<file path="src/core/sacc_pkg.sv">
// Constants, state enumeration and state record of the converter sequencer.
// Assumes one 50 MHz master clock; timing figures below count its cycles, except the nanosecond values.
package sacc_pkg;

  // Master clock
  localparam int CLK_PERIOD_NS = 20;
  localparam int DIV_RATIO = 4;              // Internal conversion clock divider

  // Conversion timing in master clocks
  localparam int CONV_MIN_CYC = 57;
  localparam int ILV_EXTRA_CYC = 20;         // One appended calibration experiment
  localparam int EXPER_CYC = 20;             // One burst calibration experiment
  localparam int TRACK_DONE_CYC = 15;        // Conversion-done fall to track-done fall
  localparam int CONV_OFS = 3;               // Hold pin fall to start decision latency
  localparam int EOC_READ_CYC = 4;           // Least conversion-done low clocks before a read can release it

  // Acquisition: six clocks plus 2.25 us, least time rounds up
  localparam int ACQ_BASE_CYC = 6;
  localparam int ACQ_TIME_NS = 2250;
  localparam int ACQ_CYC = ACQ_BASE_CYC + (ACQ_TIME_NS + CLK_PERIOD_NS - 1) / CLK_PERIOD_NS;

  // Calibration defaults
  localparam int RCAL_CYC = 1443840;         // Full reset calibration
  localparam int EXPER_NUM = 72192;          // Experiments in one full sequence

  // Field widths
  localparam int CNT_W = 21;
  localparam int EXP_W = 17;
  localparam int ACQ_W = 8;
  localparam int TRK_W = 4;
  localparam int ECNT_W = 2;

  // Synchronised pin vector: bit positions and idle values
  localparam int SYN_W = 6;
  localparam int PIN_HOLD = 0;
  localparam int PIN_CS = 1;
  localparam int PIN_RD = 2;
  localparam int PIN_LAB = 3;
  localparam int PIN_CAL = 4;
  localparam int PIN_ILV = 5;
  localparam logic [SYN_W-1:0] SYN_RST = 6'h2f;

  typedef enum logic [1:0] {ST_RCAL, ST_TRACK, ST_CONV, ST_BURST} sacc_state_e;

  typedef struct packed {
    sacc_state_e st;
    logic [CNT_W-1:0] cnt;
    logic [TRK_W-1:0] trk;
    logic [ACQ_W-1:0] acq;
    logic [1:0] div;
    logic [EXP_W-1:0] expn;
    logic [ECNT_W-1:0] ecnt;
    logic eoc_n;
    logic trk_n;
    logic conv;
    logic cal;
    logic tracking;
    logic acq_rdy;
    logic upd;
    logic ilv;
    logic pend;
    logic cal_lat;
    logic ilv_lat_n;
    logic hold_prev;
  } sacc_state_s;

  // Cleared state: reset calibration running, conversion-done high
  localparam sacc_state_s SACC_RST = '{
    st: ST_RCAL, cnt: '0, trk: '0, acq: '0, div: '0, expn: '0, ecnt: '0,
    eoc_n: 1'b1, trk_n: 1'b1, conv: 1'b0, cal: 1'b1, tracking: 1'b0,
    acq_rdy: 1'b0, upd: 1'b0, ilv: 1'b0, pend: 1'b0, cal_lat: 1'b0,
    ilv_lat_n: 1'b1, hold_prev: 1'b1};

endpackage : sacc_pkg

</file>
<file path="src/core/sacc_ctrl.sv">
// Conversion and calibration sequencer of a successive-approximation converter.
// Assumes all control pins are asynchronous to clk_sys; all but rst are synchronised here.
`timescale 1ns/1ps

// How it works
// RULE_01: Host keeps calibration request and interleave levels valid while selecting.
// RULE_02: Host allows six clocks plus 2.25 us acquisition between conversions.
// RULE_03: Conversion runs on clock/4; an unaligned hold waits up to four clocks.
// RULE_04: A conversion lasts at least 57 master clocks.
// RULE_05: Track-done falls exactly 15 clocks after conversion-done falls.
// RULE_06: Track-done looped to hold gives 57-clock conversions, 72-clock throughput.
// RULE_07: External logic may count clocks after conversion-done to issue hold.
// RULE_08: Reset beats everything, aborts activity and starts a new calibration.
// RULE_09: Reset pin clears logic; release starts a 1,443,840-clock calibration.
// RULE_10: Select, low address bit and hold all low give a software reset.
// RULE_11: Conversion-done stays high during reset calibration and falls at its end.
// RULE_12: Host waits six clocks plus 2.25 us after reset calibration ends.
// RULE_13: In stand-alone wiring conversion-done does not fall after reset calibration.
// RULE_14: Burst calibration loops while request is high, latched at select release.
// RULE_15: Burst calibration resumes where earlier burst or interleave stopped.
// RULE_16: Host waits 26 clocks plus 2.25 us after dropping the calibration request.
// RULE_17: Conversion-done marks the last experiment after a burst ends.
// RULE_18: Interleave appends one experiment, adding 20 clocks to each conversion.
// RULE_19: Transfer function updates only after the full 72,192-experiment sequence.
// RULE_20: Burst calibration has priority over interleave.
// RULE_21: A sampled falling hold edge starts a conversion.
// RULE_22: Conversion-done returns high within four clocks of a read or a new start.
// RULE_23: All durations are cycle counters; hold is synchronised before use.
module sacc_ctrl
  import sacc_pkg::*;
#(
  parameter int RCAL_CYCLES = sacc_pkg::RCAL_CYC,
  parameter int EXPER_COUNT = sacc_pkg::EXPER_NUM
) (
  input wire logic clk_sys,
  input wire logic rst,
  input wire logic hold_n,
  input wire logic cs_n,
  input wire logic rd_n,
  input wire logic low_address_bit,
  input wire logic cal_req,
  input wire logic interleave_enable_n,
  output logic conv_done_n,
  output logic track_done_n,
  output logic converting,
  output logic calibrating,
  output logic tracking,
  output logic acq_ready,
  output logic cal_update
);
  import sacc_pkg::*;

  localparam logic [CNT_W-1:0] RCAL_LAST = CNT_W'(RCAL_CYCLES - 1);
  localparam logic [EXP_W-1:0] EXP_LAST = EXP_W'(EXPER_COUNT - 1);
  localparam logic [CNT_W-1:0] EXP_CYC_LAST = CNT_W'(EXPER_CYC - 1);
  localparam logic [CNT_W-1:0] CONV_PLAIN_LAST = CNT_W'(CONV_MIN_CYC - 1);
  localparam logic [CNT_W-1:0] CONV_ILV_LAST = CNT_W'(CONV_MIN_CYC + ILV_EXTRA_CYC - 1);
  localparam logic [CNT_W-1:0] CONV_START = CNT_W'(CONV_OFS);
  localparam logic [TRK_W-1:0] TRK_FALL = TRK_W'(TRACK_DONE_CYC - 1);
  localparam logic [TRK_W-1:0] TRK_SAT = TRK_W'(TRACK_DONE_CYC);
  localparam logic [ECNT_W-1:0] ECNT_LAST = ECNT_W'(EOC_READ_CYC - 1);
  localparam logic [ACQ_W-1:0] ACQ_LOAD = ACQ_W'(ACQ_CYC);

  // Advance the shared experiment pointer; top bit flags a finished sequence
  function automatic logic [EXP_W:0] next_exp(input logic [EXP_W-1:0] idx);
    if (idx == EXP_LAST) begin
      return {1'b1, {EXP_W{1'b0}}};
    end
    return {1'b0, idx + EXP_W'(1)};
  endfunction : next_exp

  logic [SYN_W-1:0] pins;
  logic [SYN_W-1:0] syn;
  sacc_state_s q;
  sacc_state_s d;
  logic s_hold_n;
  logic s_cs_n;
  logic s_rd_n;
  logic s_lab;
  logic hold_fall;
  logic data_rd;
  logic sw_rst;
  logic stand_alone;
  logic [CNT_W-1:0] conv_last;

  assign pins = {interleave_enable_n, cal_req, low_address_bit, rd_n, cs_n, hold_n};

  // Every pin is asynchronous, so all but rst pass two flops first
  sacc_sync #(.W(SYN_W), .RST_VAL(SYN_RST)) u_sync ( // [RULE_23]
    .clk_sys(clk_sys),
    .rst(rst),
    .d(pins),
    .q(syn)
  );

  // Decoded pin conditions
  assign s_hold_n = syn[PIN_HOLD];
  assign s_cs_n = syn[PIN_CS];
  assign s_rd_n = syn[PIN_RD];
  assign s_lab = syn[PIN_LAB];
  assign hold_fall = q.hold_prev && !s_hold_n; // [RULE_21]
  assign data_rd = !s_cs_n && !s_rd_n && s_lab;
  assign sw_rst = !s_cs_n && !s_lab && !s_hold_n; // [RULE_10]
  assign stand_alone = !s_cs_n && !s_rd_n && s_lab;
  assign conv_last = q.ilv ? CONV_ILV_LAST : CONV_PLAIN_LAST; // [RULE_18]

  // Next-state logic of the whole sequencer
  always_comb begin
    d = q;
    d.upd = 1'b0;
    d.div = q.div + 2'h1; // [RULE_03]
    d.hold_prev = s_hold_n;
    // Calibration inputs follow the pins while selected, freeze at release
    if (!s_cs_n) begin // [RULE_14]
      d.cal_lat = syn[PIN_CAL];
      d.ilv_lat_n = syn[PIN_ILV];
    end
    if (q.acq != '0) begin
      d.acq = q.acq - ACQ_W'(1);
    end
    // A data read lets conversion-done go high only after at least four low clocks
    if (!q.eoc_n) begin
      if (q.ecnt != ECNT_LAST) begin
        d.ecnt = q.ecnt + ECNT_W'(1);
      end else if (data_rd) begin
        d.eoc_n = 1'b1; // [RULE_22]
      end
    end
    unique case (q.st)
      ST_RCAL: begin
        if (q.cnt == RCAL_LAST) begin // [RULE_09]
          d.st = ST_TRACK;
          d.cal = 1'b0;
          d.tracking = 1'b1;
          d.expn = '0;
          d.upd = 1'b1;
          d.trk = '0;
          d.acq = ACQ_LOAD;
          d.ecnt = '0;
          d.eoc_n = stand_alone; // [RULE_11] [RULE_13]
        end else begin
          d.cnt = q.cnt + CNT_W'(1);
        end
      end
      ST_TRACK: begin
        if (q.trk != TRK_SAT) begin
          d.trk = q.trk + TRK_W'(1);
        end
        if (q.trk == TRK_FALL) begin
          d.trk_n = 1'b0; // [RULE_05]
        end
        if (hold_fall) begin
          d.pend = 1'b1;
        end
        // Burst wins over a pending sample and over interleave
        if (q.cal_lat) begin // [RULE_20]
          d.st = ST_BURST;
          d.cnt = '0;
          d.cal = 1'b1;
          d.tracking = 1'b0;
          d.pend = 1'b0;
          d.trk_n = 1'b1;
        end else if ((q.pend || hold_fall) && q.div == 2'h0) begin // [RULE_03]
          d.st = ST_CONV;
          d.cnt = CONV_START; // [RULE_06]
          d.conv = 1'b1;
          d.tracking = 1'b0;
          d.pend = 1'b0;
          d.trk_n = 1'b1;
          d.eoc_n = 1'b1; // [RULE_22]
          d.ecnt = '0;
          d.ilv = !q.ilv_lat_n; // [RULE_18]
        end
      end
      ST_CONV: begin
        if (q.cnt == conv_last) begin // [RULE_04]
          d.st = ST_TRACK;
          d.conv = 1'b0;
          d.tracking = 1'b1;
          d.eoc_n = 1'b0;
          d.ecnt = '0;
          d.trk = '0;
          d.acq = ACQ_LOAD;
          if (q.ilv) begin
            {d.upd, d.expn} = next_exp(q.expn); // [RULE_19]
          end
        end else begin
          d.cnt = q.cnt + CNT_W'(1);
        end
      end
      ST_BURST: begin
        // Experiments run to their end unless a reset aborts them, so the pointer stays exact
        if (q.cnt == EXP_CYC_LAST) begin
          {d.upd, d.expn} = next_exp(q.expn); // [RULE_15] [RULE_19]
          d.cnt = '0;
          if (!q.cal_lat) begin // [RULE_14]
            d.st = ST_TRACK;
            d.cal = 1'b0;
            d.tracking = 1'b1;
            d.eoc_n = 1'b0; // [RULE_17]
            d.ecnt = '0;
            d.trk = '0;
            d.acq = ACQ_LOAD;
          end
        end else begin
          d.cnt = q.cnt + CNT_W'(1);
        end
      end
    endcase
    // Software reset overrides everything and restarts full calibration
    if (sw_rst) begin // [RULE_08] [RULE_10]
      d = SACC_RST;
      d.hold_prev = s_hold_n;
    end
    d.acq_rdy = (d.st == ST_TRACK) && (d.acq == '0);
  end

  // Single state register; the pin reset clears everything
  always_ff @(posedge clk_sys or posedge rst) begin
    if (rst) begin // [RULE_08] [RULE_09]
      q <= SACC_RST;
    end else begin
      q <= d;
    end
  end

  // Outputs straight from the state register
  assign conv_done_n = q.eoc_n;
  assign track_done_n = q.trk_n;
  assign converting = q.conv;
  assign calibrating = q.cal;
  assign tracking = q.tracking;
  assign acq_ready = q.acq_rdy;
  assign cal_update = q.upd;

  // Helper: cycles so far in the current converting stretch, cleared once it ends
  logic [7:0] conv_run_q;
  always_ff @(posedge clk_sys or posedge rst) begin
    if (rst) begin
      conv_run_q <= 8'h00;
    end else if (q.conv) begin
      conv_run_q <= conv_run_q + 8'h01;
    end else begin
      conv_run_q <= 8'h00;
    end
  end

  // Helper: clean tracking cycles since conversion-done fell
  // A counter keeps the track-done property short however long the spacing grows
  logic [4:0] trk_run_q;
  logic cdn_prev_q;
  always_ff @(posedge clk_sys or posedge rst) begin
    if (rst) begin
      trk_run_q <= 5'h00;
      cdn_prev_q <= 1'b1;
    end else begin
      cdn_prev_q <= conv_done_n;
      if (cdn_prev_q && !conv_done_n) begin
        trk_run_q <= 5'h01;
      end else if (trk_run_q != 5'h00 && trk_run_q != 5'h1f && tracking && !q.pend
          && !q.cal_lat) begin
        trk_run_q <= trk_run_q + 5'h01;
      end else begin
        trk_run_q <= 5'h00;
      end
    end
  end
endmodule : sacc_ctrl

</file>
<file path="src/core/sacc_sync.sv">
// Two-stage synchroniser for a vector of asynchronous pins.
// Assumes the bits are independent levels; no bus coherence is implied.
`timescale 1ns/1ps
module sacc_sync #(
  parameter int W = 1,
  parameter logic [W-1:0] RST_VAL = '0
) (
  input wire logic clk_sys,
  input wire logic rst,
  input wire logic [W-1:0] d,
  output logic [W-1:0] q
);

  logic [W-1:0] meta_q;

  // First stage feeds only the second stage
  always_ff @(posedge clk_sys or posedge rst) begin
    if (rst) begin
      meta_q <= RST_VAL;
      q <= RST_VAL;
    end else begin
      meta_q <= d;
      q <= meta_q;
    end
  end

endmodule : sacc_sync

</file>
<file path="config.mk">
export PLATFORM = sky130hd
export DESIGN_NAME = sacc_ctrl
export DESIGN_NICKNAME = d
export VERILOG_FILES = /design/src/core/sacc_pkg.sv /design/src/core/sacc_ctrl.sv /design/src/core/sacc_sync.sv
export SDC_FILE = /design/constraint.sdc
export NUM_CORES = 1
export LEC_CHECK = 0
export BUFFER_PORTS_ARGS = -buffer_cell sky130_fd_sc_hd__buf_2
export CAP_MARGIN = 20
export CORE_ASPECT_RATIO = 0.5
export CORE_MARGIN = 2
export CORE_UTILIZATION = 50
export CTS_CLUSTER_SIZE = 40
export DETAILED_ROUTE_END_ITERATION = 7
export GPL_TIMING_DRIVEN = 0
export PLACE_DENSITY_LB_ADDON = 0.1
export SYNTH_ARGS = -nofsm -noshare
export SYNTH_HDL_FRONTEND = slang
export SYNTH_SLANG_ARGS = --single-unit
</file>
<file path="constraint.sdc">
create_clock -name clk_sys -period 4.7 [get_ports clk_sys]
set_input_delay 0 -clock clk_sys [delete_from_list [all_inputs] [get_ports clk_sys]]
set_output_delay 0 -clock clk_sys [all_outputs]
set_load 0.02 [all_outputs]
</file>
# After elaboration in Yosys (flattened, before gate mapping)

Cells that the tools add are included.

Flip-flop bits (word level): 80
Input bits: 8
Output and inout bits: 7
Word-level logic and storage cells: 152

$add $sub $neg: 6
Equal/unequal tests: 25
Multiplexer cells: 67
Reduce and logical (&&, ||, !) cells: 33

Operators by type and width:

| cell                                           | count |
|---|---|
| one-hot mux 27 bit (4 select lines)            | 1 |
| two-way mux 68 bit                             | 1 |
| two-way mux 21 bit                             | 3 |
| two-way mux 20 bit                             | 3 |
| two-way mux 18 bit                             | 3 |
| one-hot mux 17 bit (3 select lines)            | 1 |
| two-way mux 12 bit                             | 4 |
| two-way mux 23 bit                             | 2 |
| != test 3 bit, second input constant           | 11 |
| two-way mux 1 bit                              | 24 |
| one-hot mux 8 bit (3 select lines)             | 1 |
| two-way mux 2 bit                              | 11 |
| adder 21 x 1 -> 21 bit, second input constant  | 1 |
| == test 21 bit, second input constant          | 1 |
| == test 21 x 5 -> 1 bit, second input constant | 1 |
| == test 21 x 7 -> 1 bit                        | 1 |
| AND reduction 5 bit                            | 4 |
| adder 17 x 1 -> 17 bit, second input constant  | 1 |
| == test 17 bit, second input constant          | 1 |
| two-way mux 17 bit                             | 1 |
| nonzero test 4 bit                             | 4 |
| one-hot mux 3 bit (4 select lines)             | 1 |
| two-way mux 3 bit                              | 3 |
| logical NOT 8 bit                              | 1 |
| other kinds (26)                               | 46 |

# Longest topological paths before layout

Gate-level depths: netlist of run 1.

Depth in word-level cells: 12
Depth in mapped cells: 11
Mapped depth without buffers: 9

# Hierarchy

From an unflattened synthesis of run 1, not the netlist that was laid out.

Cells, all modules: 470
Area, all modules: 4501.8 um^2

By module, submodules not included:

| module    | times used | cells an instance | area each (um^2) | sequential area each (um^2) |
|---|---|---|---|---|
| sacc_ctrl | 1          | 457               | 4185.3           | 1707.9 |
| sacc_sync | 1          | 13                | 316.6            | 312.8 |

# Worst setup path before layout of run 1

No wires, ideal clock.

Path kind: register to register
From: register q[45] in the netlist's numbering
To: register q[23] in the netlist's numbering
Library setup time: 0.092 ns
Arrival: 2.355 ns
Data required time: 4.608 ns
Setup slack: 2.253 ns
Cell stages (with the launch flop): 12
Buffers on the path: 2
Clock period less this slack: 2.447 ns
Cells stage by stage: dfrtp_1 inv_1 ha_1 nand4_1 or4b_4 a21oi_4 o21ai_1 o211a_2 or2_1 buf_6 buf_6 o31ai_2

Word-level cells in the longest chain between the ends: 3
Elaborated cells on any way between the ends: 7
Classes of those cells: eq/ne (6); reduce/logical (1)

Ends and longest elaborated chain:

| what                                            | RTL line         | RTL |
|---|---|---|
| start, declared                                 | sacc_ctrl.sv:74  | `sacc_state_s q;` |
| start signal, assigned                          | sacc_ctrl.sv:221 | `q <= SACC_RST;` |
| start signal, assigned                          | sacc_ctrl.sv:223 | `q <= d;` |
| == test 21 x 5 -> 1 bit (tied with other cells) | sacc_ctrl.sv:193 | `if (q.cnt == EXP_CYC_LAST) begin` |
| != test 3 bit (no line)                         | n/a              |  |
| AND reduction 5 bit (no line) (*)               | n/a              |  |

Mark *: on every way between the ends. The rest lies on a longest branch, timed or not.
A chain may end at the register's enable or synchronous reset.

# Final worst setup path of run 1

From: register q[45] in the netlist's numbering
To: register q[17] in the netlist's numbering

The elaborated chain is that of the path after synthesis.

==> results.toml, run 1 <==
[global_routing]
final_global_route_overflow_total = 0
grt_first_pass_wirelength_um = 16100
gr-usage-all-layers = 0.227
vias_in_the_first_global_route = 3164
grt_start_max_net_pins = 59
antenna_violations_before_repair = 0

[logic_synthesis]
ys_top_cells_by_area = "sky130_fd_sc_hd__dfrtp_1 (39%), sky130_fd_sc_hd__dfstp_2 (9.4%), sky130_fd_sc_hd__o21ai_0 (5.1%)"
post_synth_inst_count = 451
mappedNetlistArea_mm2 = 0.00421
yosysTopAreaCell = "sky130_fd_sc_hd__dfrtp_1"
postSynthNetCount = 467
warnings_synthesis = 0
yosysUniqueCellTypes = 61
synth_sequential_area_ratio = 0.480
mean_instance_size_in_the_synthesized_netlist_um2 = 9.33
async_flop_share = 1.00
synth-edff-count = 0
ys_ff_latch = 80
synth_largest_type_area_fraction = 0.386
primary_ff_master_synth = "sky130_fd_sc_hd__dfrtp_1"

[sta]
report.final.slew_viol_count = 0
max_freq_ghz = 0.347
finalSetupViolCount = 0
worst_slew_margin_rel = 0.362
hold_ws_ns = 0.172
grt_setup_unrepaired = "no"
timing.setup.tns_ns = 0
hold_viol_final = 0
timing.final.crit_period_ns = 2.88
fin_skew_ns = 0.00579
final.period_utilization = 0.613
worst_pin_slew_ns = 0.950

[cts]
clk_pin_slew_ns = 0.07
worst_skew_pair_later_pin_latency_ns = 0.34
tritoncts.num_buffers = 9
cts.sinks = 80
h-tree-depth = 3
master_cell_of_the_clock_root_buffer = "sky130_fd_sc_hd__clkbuf_16"
cts_tree = "yes"
cts.repair_timing.setup_buffer_count = 0
clk_path_buf_depth = 2

[detailed_routing]
route.detailed.vias_per_inst = 5.80
routed_wirelength_um = 9540
detailroute.wirelength.met3_um = 416
detailedRoute.firstIterationViolations = 194
route.detailed.wl_per_inst_um = 15.9
wl_met1_um = 4800
wl_met2_um = 4260
detailedRoute.firstPassIterationCount = 4
top_signal_layer_used = "met4"
post-route-drc-count = 0
final_antenna_net_count = 0
route.vias.total = 3484

[layout]
design.final.nets = 500
share_of_cells_above_drive_strength_1 = 0.137
num-fill-cells = 716
insertedDiodeCount = 0
syn_to_final_growth_pct = 14.6
mostFrequentLayoutCell = "sky130_fd_sc_hd__dfrtp_1"
commonest_cells_after_routing_fill_and_taps_aside = "sky130_fd_sc_hd__dfrtp_1 (65), sky130_fd_sc_hd__nand2_1 (48), sky130_fd_sc_hd__o21ai_0 (43)"

[worst_setup_path]
setup.worst_path.start_class = "register"
timing.critical_path.buf_inv = 2
cp_data_arrival_time_ns = 3.13
crit_family = "simple AND/OR/NAND/NOR gates"
cp_slowest_cell = "sky130_fd_sc_hd__nor3_1"
worstPathMaxFanout = 10
worst-setup-path-type = "register to register"
path_cells = "ha_1 -> nand3_1 -> nor3_1 -> nand4_1 -> o211a_2 -> or2_1 -> buf_6 -> buf_6 -> o31ai_2"
req_time_crit_path_ns = 4.95
critPathMaxStageDelay_ns = 0.55
regToRegSetupSlack_ns = 1.82
worstSetupEndpointType = "register"
crit_top_cell = "sky130_fd_sc_hd__buf_6"

[floorplan]
die_area_mm2 = 0.00921
floorplan.core_area_mm2 = 0.00809
chipHeight_um = 68.9
placementRows = 23
ioPinCount = 15
initial_utilization = 0.521
die_width_um = 134

[pwr]
p_sw_uw = 405
part_of_the_total_power_dissipated_in_the_clock_network = 0.450
p_sw_frac = 0.256
power_density_of_the_placed_cells_mw_per_mm2 = 327
power_report.internal_total_mw = 1.17
pwr-share-seq = 0.480
pwr-share-comb = 0.070
power.static_leakage_nw = 2.05
vdd_ir_drop_max_mv = 0.179

[place]
globalplace.congestion = 0.911
detailed_place_hpwl_um = 6610
numPortBuffers = 14

[outcome]
status = "complete, no violations"

[run]
cap_viol_max_count = 0

[hold_path]
hold_path.class = "input port to async pin"
## stage by stage
step	setup WS, ns	power [mW]	cell area, um^2	util	std cells
after detailed placement	1.80	0.877	4450	0.550	578
after global placement	1.66	0.871	4420	0.546	577
after floorplan	2.25	0.841	4210	-	451
final	1.82	1.58	4820	0.597	601
after CTS	1.78	1.60	4820	0.597	601
after global routing	1.51	1.65	4820	0.597	601
## tightest hold or removal path: cells and delay by family
kind	cells	cell delay, ns
buffers and inverters	3	0.91
## repair_timing
| item | CTS | global route |
|---|---|---|
| hold endpoints to repair | 45 | 0 |
| resized for setup | 0 | 0 |
| hold buffers | 7 | 0 |
## power by group through the flow
stage	combinational, mW	sequential (mW)	clock (mW)
finish	0.111	0.758	0.710
detailed placement	0.107	0.770	0
floorplan	0.0797	0.761	0
CTS	0.113	0.758	0.727
global route	0.129	0.764	0.754
global placement	0.101	0.770	0
## flip-flops by register name, indices dropped and copies added, names as in the netlist
register / count
u_sync.meta_q: 6
converting: 1
acq_ready: 1
cal_update: 1
conv_done_n: 1
track_done_n: 1
u_sync.q: 6
q: 61
calibrating: 1
tracking: 1
## cell type report
cell class | count | area, um^2 | area share
clock buffers | 10 | 250 | 0.0519
plain buffers | 17 | 83.8 | 0.0174
well taps | 112 | 140 | 0.0290
repair buffers | 22 | 168 | 0.0348
multi-input cells | 337 | 2040 | 0.423
flip-flops and latches | 80 | 2020 | 0.419
inverters | 17 | 66.3 | 0.0137
clock inverters | 6 | 55.1 | 0.0114
## metal layers
| metal | vias up | global-route usage |
|---|---|---|
| li1 | 1738 | - |
| met1 | 1680 | 0.312 |
| met2 | 59 | 0.364 |
| met3 | 7 | 0.0607 |
| met4 | 0 | 0.0532 |
| met5 | - | 0 |
## synth_stat cells, types with 4 or more instances
cell,n
sky130_fd_sc_hd__a211oi_1,5
sky130_fd_sc_hd__a21oi_1,18
sky130_fd_sc_hd__a31oi_1,4
sky130_fd_sc_hd__a41oi_1,4
sky130_fd_sc_hd__and3_1,10
sky130_fd_sc_hd__buf_2,4
sky130_fd_sc_hd__clkbuf_1,11
sky130_fd_sc_hd__dfrtp_1,65
sky130_fd_sc_hd__dfstp_2,15
sky130_fd_sc_hd__ha_1,8
sky130_fd_sc_hd__inv_1,17
sky130_fd_sc_hd__nand2_1,48
sky130_fd_sc_hd__nand2b_1,7
sky130_fd_sc_hd__nand3_1,19
sky130_fd_sc_hd__nand4_1,13
sky130_fd_sc_hd__nor2_1,39
sky130_fd_sc_hd__nor2b_1,7
sky130_fd_sc_hd__nor3_1,16
sky130_fd_sc_hd__nor4_1,6
sky130_fd_sc_hd__o21ai_0,43
sky130_fd_sc_hd__o21ai_1,10
sky130_fd_sc_hd__o31ai_1,11
sky130_fd_sc_hd__o31ai_2,4
sky130_fd_sc_hd__o41ai_1,5
sky130_fd_sc_hd__or3_1,5
sky130_fd_sc_hd__xnor2_1,7
sky130_fd_sc_hd__xor2_1,4
## kinds of logic (layout without fill, tap and decap cells)
kind of cell | count (synthesis) | in the layout | synth area share
compound gates | 133 | 133 | 0.216
fa+ha+maj | 8 | 8 | 0.0238
xor+xnor | 11 | 11 | 0.0229
simple gates | 185 | 185 | 0.222
flops | 80 | 80 | 0.480
buf+inv | 34 | 72 | 0.0351
## worst paths after layout
kind,from,to,cells past startpoint
max,q[45],q[17],9
min,rst,q[23],3
max reg2reg,q[45],q[17],9
min reg2reg,u_sync.meta_q[4],u_sync.q[4],0
max in group asynchronous,rst,q[0],4
min in group clk_sys,interleave_enable_n,u_sync.meta_q[5],2
Note: power is estimated with default switching activity, not from simulation.
==> inputs of run 2 (changes only) <==
clock period = 3.02 ns   (was 4.7 ns; I/O delays follow)
==> run 2 against run 1 <==
  * Cell count did not move
  * Combinational power up 56%
  * Non-clock buffer count unchanged
  * Sequential power up 56%
  * Register-to-register slack got worse by 1.6 ns
  * Sequential cell count unchanged
  * Setup slack got worse by 1.6 ns
  * Power grew 56%
  * Design area is 0.73% higher
  * Critical endpoint is now q[59]
==> results.toml, run 2 (synthesis results as in run 1) <==
[detailed_routing]
routed_wirelength_um = 9610
post-route-drc-count = 0
wl_met1_um = 4890
final_antenna_net_count = 0
route.detailed.wl_per_inst_um = 16.0
wl_met2_um = 4300
route.vias.total = 3477
detailroute.wirelength.met3_um = 384
route.detailed.vias_per_inst = 5.79
top_signal_layer_used = "met4"
detailedRoute.firstIterationViolations = 151
detailedRoute.firstPassIterationCount = 4

[pwr]
p_sw_frac = 0.256
part_of_the_total_power_dissipated_in_the_clock_network = 0.449
power_report.internal_total_mw = 1.83
p_sw_uw = 630
vdd_ir_drop_max_mv = 0.275
power_density_of_the_placed_cells_mw_per_mm2 = 506
pwr-share-seq = 0.480
power.static_leakage_nw = 2.06
power_mw = 2.46
pwr-share-comb = 0.070

[sta]
hold_ws_ns = 0.173
grt_setup_unrepaired = "no"
timing.final.crit_period_ns = 2.75
worst_setup_slack_after_layout_ns = 0.266
hold_viol_final = 0
max_freq_ghz = 0.363
finalSetupViolCount = 0
worst_pin_slew_ns = 0.796
fin_skew_ns = 0.00456
worst_slew_margin_rel = 0.465
final.period_utilization = 0.912
report.final.slew_viol_count = 0

[cts]
master_cell_of_the_clock_root_buffer = "sky130_fd_sc_hd__clkbuf_16"
clk_pin_slew_ns = 0.06
cts_tree = "yes"
clk_path_buf_depth = 2
worst_skew_pair_later_pin_latency_ns = 0.34
cts.repair_timing.setup_buffer_count = 0
cts.sinks = 80
tritoncts.num_buffers = 9
h-tree-depth = 3

[place]
numPortBuffers = 14
number_of_placed_instances_with_taps_included = 578
detailed_place_hpwl_um = 6610
globalplace.congestion = 0.911
pre_cts_ws_ns = 0.124

[global_routing]
vias_in_the_first_global_route = 3164
grt_start_max_net_pins = 59
gr-usage-all-layers = 0.227
grt_first_pass_wirelength_um = 16100
antenna_violations_before_repair = 0
final_global_route_overflow_total = 0

[worst_setup_path]
setup.worst_path.start_class = "register"
worst-setup-path-type = "register to register"
req_time_crit_path_ns = 3.25
worstPathMaxFanout = 10
cp_data_arrival_time_ns = 2.98
worstSetupEndpointType = "register"

[layout]
commonest_cells_after_routing_fill_and_taps_aside = "sky130_fd_sc_hd__dfrtp_1 (65), sky130_fd_sc_hd__nand2_1 (48), sky130_fd_sc_hd__o21ai_0 (43)"
instances_no_fill = 601
share_of_cells_above_drive_strength_1 = 0.149
seqCellArea_mm2 = 0.00202
mostFrequentLayoutCell = "sky130_fd_sc_hd__dfrtp_1"
design.final.nets = 500
multiInputGateArea_mm2 = 0.00207
insertedDiodeCount = 0
num-fill-cells = 714
regMostFlops = "q"
largest_register_ffs = 61
syn_to_final_growth_pct = 15.5
top_regs = "q x61, u_sync.meta_q x6, u_sync.q x6"

[outcome]
status = "complete, no violations"

[hold_path]
hold_path.class = "input port to async pin"

[floorplan]
initial_utilization = 0.521
ioPinCount = 15
placementRows = 23
die_width_um = 134
floorplan.core_area_mm2 = 0.00809
die_area_mm2 = 0.00921
chipHeight_um = 68.9

[run]
cap_viol_max_count = 0
==> run 2: cell counts in the layout (fill, tap and decap cells not counted) <==
Identical to the previous run, type by type.
==> run 2: worst max-delay path, cell delays in order, from the launching register on <==
cell and delay, ns:
sky130_fd_sc_hd__dfrtp_1 0.43, sky130_fd_sc_hd__ha_1 0.24, sky130_fd_sc_hd__nand3_1 0.24, sky130_fd_sc_hd__nor2_1 0.36, sky130_fd_sc_hd__nand4_1 0.40, sky130_fd_sc_hd__a31oi_4 0.41
sky130_fd_sc_hd__buf_2 0.31, sky130_fd_sc_hd__a21oi_1 0.07, sky130_fd_sc_hd__o22a_1 0.18
==> run 2: per-layer routing <==
layer,GRT usage,vias to the layer above
li1,-,1735
met1,0.312,1687
met2,0.364,53
met3,0.0607,2
met4,0.0532,0
met5,0,-
==> run 2: per-stage QoR <==
step	setup TNS, ns	area [um^2]	util
2_1_floorplan	0	4210	-
3_3_place_gp	-0.463	4420	0.546
3_5_place_dp	0	4450	0.550
4_1_cts	0	4820	0.597
5_1_grt	0	4860	0.601
6_report	0	4860	0.601
==> run 2: path summary, 6_finish.rpt <==
path,depth (start not counted),to,slack (ns),from
min,3,q[23],0.17,rst
max,8,q[59],0.27,q[45]
max in group asynchronous,4,q[0],2.21,rst
max reg2reg,8,q[59],0.27,q[45]
min in group clk_sys,2,u_sync.meta_q[5],0.30,interleave_enable_n
min reg2reg,0,u_sync.q[4],0.35,u_sync.meta_q[4]
==> run 2: timing repair <==
| action | in CTS | in global routing |
|---|---|---|
| gates resized for setup | 0 | 8 |
| endpoints found under the hold margin | 45 | 0 |
| endpoints found under the setup margin | 0 | 23 |
| hold buffers | 7 | 0 |
==> run 2: cell type report <==
| class | count | share of cell area |
|---|---|---|
| buffer | 17 | 0.0175 |
| timing repair buffer | 22 | 0.0345 |
| inverter | 17 | 0.0136 |
| multi-input combinational | 337 | 0.427 |
| clock inverter | 6 | 0.0113 |
| sequential | 80 | 0.416 |
| clock buffer | 10 | 0.0515 |
| tap | 112 | 0.0288 |
==> run 2: power groups by stage <==
stage	registers, mW	clock network, mW	logic [mW]
after CTS	1.18	1.13	0.176
after floorplan	1.18	0	0.124
after global routing	1.19	1.17	0.201
final	1.18	1.10	0.173
after global placement	1.20	0	0.157
after detailed placement	1.20	0	0.166
==> inputs of run 3 (changes only) <==
CORE_UTILIZATION = 64   (was 50)
CTS_BUF_LIST = sky130_fd_sc_hd__clkbuf_4 sky130_fd_sc_hd__clkbuf_8   (was default)
==> run 3 against run 2 <==
  * Routed wire length is 3.7% higher
  * Via count is 7.0% higher
  * Sequential cell count stayed put
  * Clock-buffer cell count is 1 lower
  * Design area is 2.9% lower
  * Sequential power hardly changed
  * Clock skew is 0.0032 ns higher
  * Register-to-register slack worse by 0.06 ns
  * Highest routed layer unchanged
==> results.toml, run 3 (synthesis results as in run 1) <==
[layout]
insertedDiodeCount = 0
design.final.nets = 500
largest_register_ffs = 61
regMostFlops = "q"
share_of_cells_above_drive_strength_1 = 0.143
num-fill-cells = 451
syn_to_final_growth_pct = 12.1
mostFrequentLayoutCell = "sky130_fd_sc_hd__dfrtp_1"
commonest_cells_after_routing_fill_and_taps_aside = "sky130_fd_sc_hd__dfrtp_1 (65), sky130_fd_sc_hd__nand2_1 (48), sky130_fd_sc_hd__o21ai_0 (43)"
top_regs = "q x61, u_sync.meta_q x6, u_sync.q x6"

[floorplan]
die_width_um = 119
floorplan.core_area_mm2 = 0.00621
chipHeight_um = 61.3
placementRows = 20
ioPinCount = 15
die_area_mm2 = 0.00728
initial_utilization = 0.678

[detailed_routing]
route.detailed.wl_per_inst_um = 17.3
final_antenna_net_count = 0
route.vias.total = 3722
post-route-drc-count = 0
route.detailed.vias_per_inst = 6.45
detailedRoute.firstPassIterationCount = 5
detailedRoute.firstIterationViolations = 423
routed_wirelength_um = 9960

[worst_setup_path]
cp_slowest_cell = "sky130_fd_sc_hd__or4b_4"
worst-setup-path-type = "register to register"
crit_top_cell = "sky130_fd_sc_hd__buf_6"
worstSetupEndpointType = "register"
setup.worst_path.start_class = "register"
cp_data_arrival_time_ns = 3.11
req_time_crit_path_ns = 3.31
critPathMaxStageDelay_ns = 0.57
worstPathMaxFanout = 10
path_cells = "inv_1 -> ha_1 -> nand4_1 -> or4b_4 -> a21oi_4 -> o21ai_1 -> o211a_2 -> or2_1 -> buf_6 -> buf_6 -> o31ai_2"

[place]
detailed_place_hpwl_um = 6780
numPortBuffers = 14
globalplace.congestion = 0.950

[sta]
report.final.slew_viol_count = 0
final.period_utilization = 0.932
hold_ws_ns = 0.103
grt_setup_unrepaired = "no"
max_freq_ghz = 0.355
worst_pin_slew_ns = 1.08
finalSetupViolCount = 0
worst_slew_margin_rel = 0.274
timing.final.crit_period_ns = 2.81
fin_skew_ns = 0.00777
hold_viol_final = 0
timing.setup.tns_ns = 0

[global_routing]
grt_start_max_net_pins = 66
grt_first_pass_wirelength_um = 16600
antenna_violations_before_repair = 0
final_global_route_overflow_total = 0
vias_in_the_first_global_route = 3405
gr-usage-all-layers = 0.296

[hold_path]
hold_path.class = "input port to async pin"

[run]
cap_viol_max_count = 0

[cts]
h-tree-depth = 3
clk_pin_slew_ns = 0.09
master_cell_of_the_clock_root_buffer = "sky130_fd_sc_hd__clkbuf_8"
tritoncts.num_buffers = 9
cts_tree = "yes"
clk_path_buf_depth = 2
cts.sinks = 80
worst_skew_pair_later_pin_latency_ns = 0.37

[pwr]
p_sw_frac = 0.276
vdd_ir_drop_max_mv = 0.505
p_sw_uw = 612
power_density_of_the_placed_cells_mw_per_mm2 = 469
pwr-share-comb = 0.081
pwr-share-seq = 0.534
part_of_the_total_power_dissipated_in_the_clock_network = 0.385
power.static_leakage_nw = 2.01
power_report.internal_total_mw = 1.60

[outcome]
status = "complete, no violations"
==> run 3: power by group through the flow <==
stage	Combinational [mW]	Sequential (mW)	Clock, mW
6_report	0.180	1.18	0.853
3_3_place_gp	0.154	1.19	0
3_5_place_dp	0.171	1.20	0
4_1_cts	0.179	1.18	0.866
5_1_grt	0.202	1.19	0.914
2_1_floorplan	0.124	1.18	0
==> run 3: layer usage <==
metal	global-route usage	wire length, um	vias up
met5	0	0	-
met4	0.0799	187	0
met3	0.0843	732	22
met2	0.516	4750	157
met1	0.378	4300	1813
li1	-	-	1730
==> run 3: critical path, delay by kind of cell (launching register included) <==
family / cells / cell delay, ns
DFF: 1 / 0.45
buffers and inverters: 3 / 0.36
and+or+nand+nor: 3 / 0.93
adders and majority gates: 1 / 0.16
AOI/OAI and AO/OA: 4 / 0.82
==> run 3: area by class of cell <==
| type | instances | area, um^2 | share of cell area |
|---|---|---|---|
| Timing Repair Buffer | 22 | 168 | 0.0355 |
| Inverter | 17 | 66.3 | 0.0141 |
| Clock buffer | 9 | 124 | 0.0263 |
| Multi-Input combinational cell | 337 | 2050 | 0.436 |
| Tap cell | 88 | 110 | 0.0233 |
| Sequential cell | 80 | 2020 | 0.428 |
| Buffer | 17 | 86.3 | 0.0183 |
| Clock inverter | 7 | 87.6 | 0.0186 |
==> run 3: repair_timing <==
item,in CTS,in global routing
endpoints found under the hold margin,71,0
endpoints found under the setup margin,0,33
hold buffers,7,0
gates resized for setup,0,6
setup buffers,0,0
==> run 3: metrics by stage <==
step                      cells  total power [mW]  worst slack [ns]  utilization  cell area [um^2]
final                       577              2.21             0.206        0.760              4720
after global routing        577              2.30            0.0215        0.760              4720
after CTS                   577              2.22             0.116        0.757              4700
after detailed placement    554              1.37             0.157        0.712              4420
after global placement      553              1.35             0.204        0.707              4390
after floorplan             451              1.31             0.573            -              4210
==> run 3: worst paths after layout <==
check                                 start                to  slack, ns  cells past startpoint
min in group clk_sys                 hold_n  u_sync.meta_q[0]       0.27                      2
min                                     rst             q[16]       0.10                      3
max                                   q[45]             q[23]       0.21                     11
min reg2reg                u_sync.meta_q[1]       u_sync.q[1]       0.36                      0
max reg2reg                           q[45]             q[23]       0.21                     11
max in group asynchronous               rst       u_sync.q[0]       2.29                      4
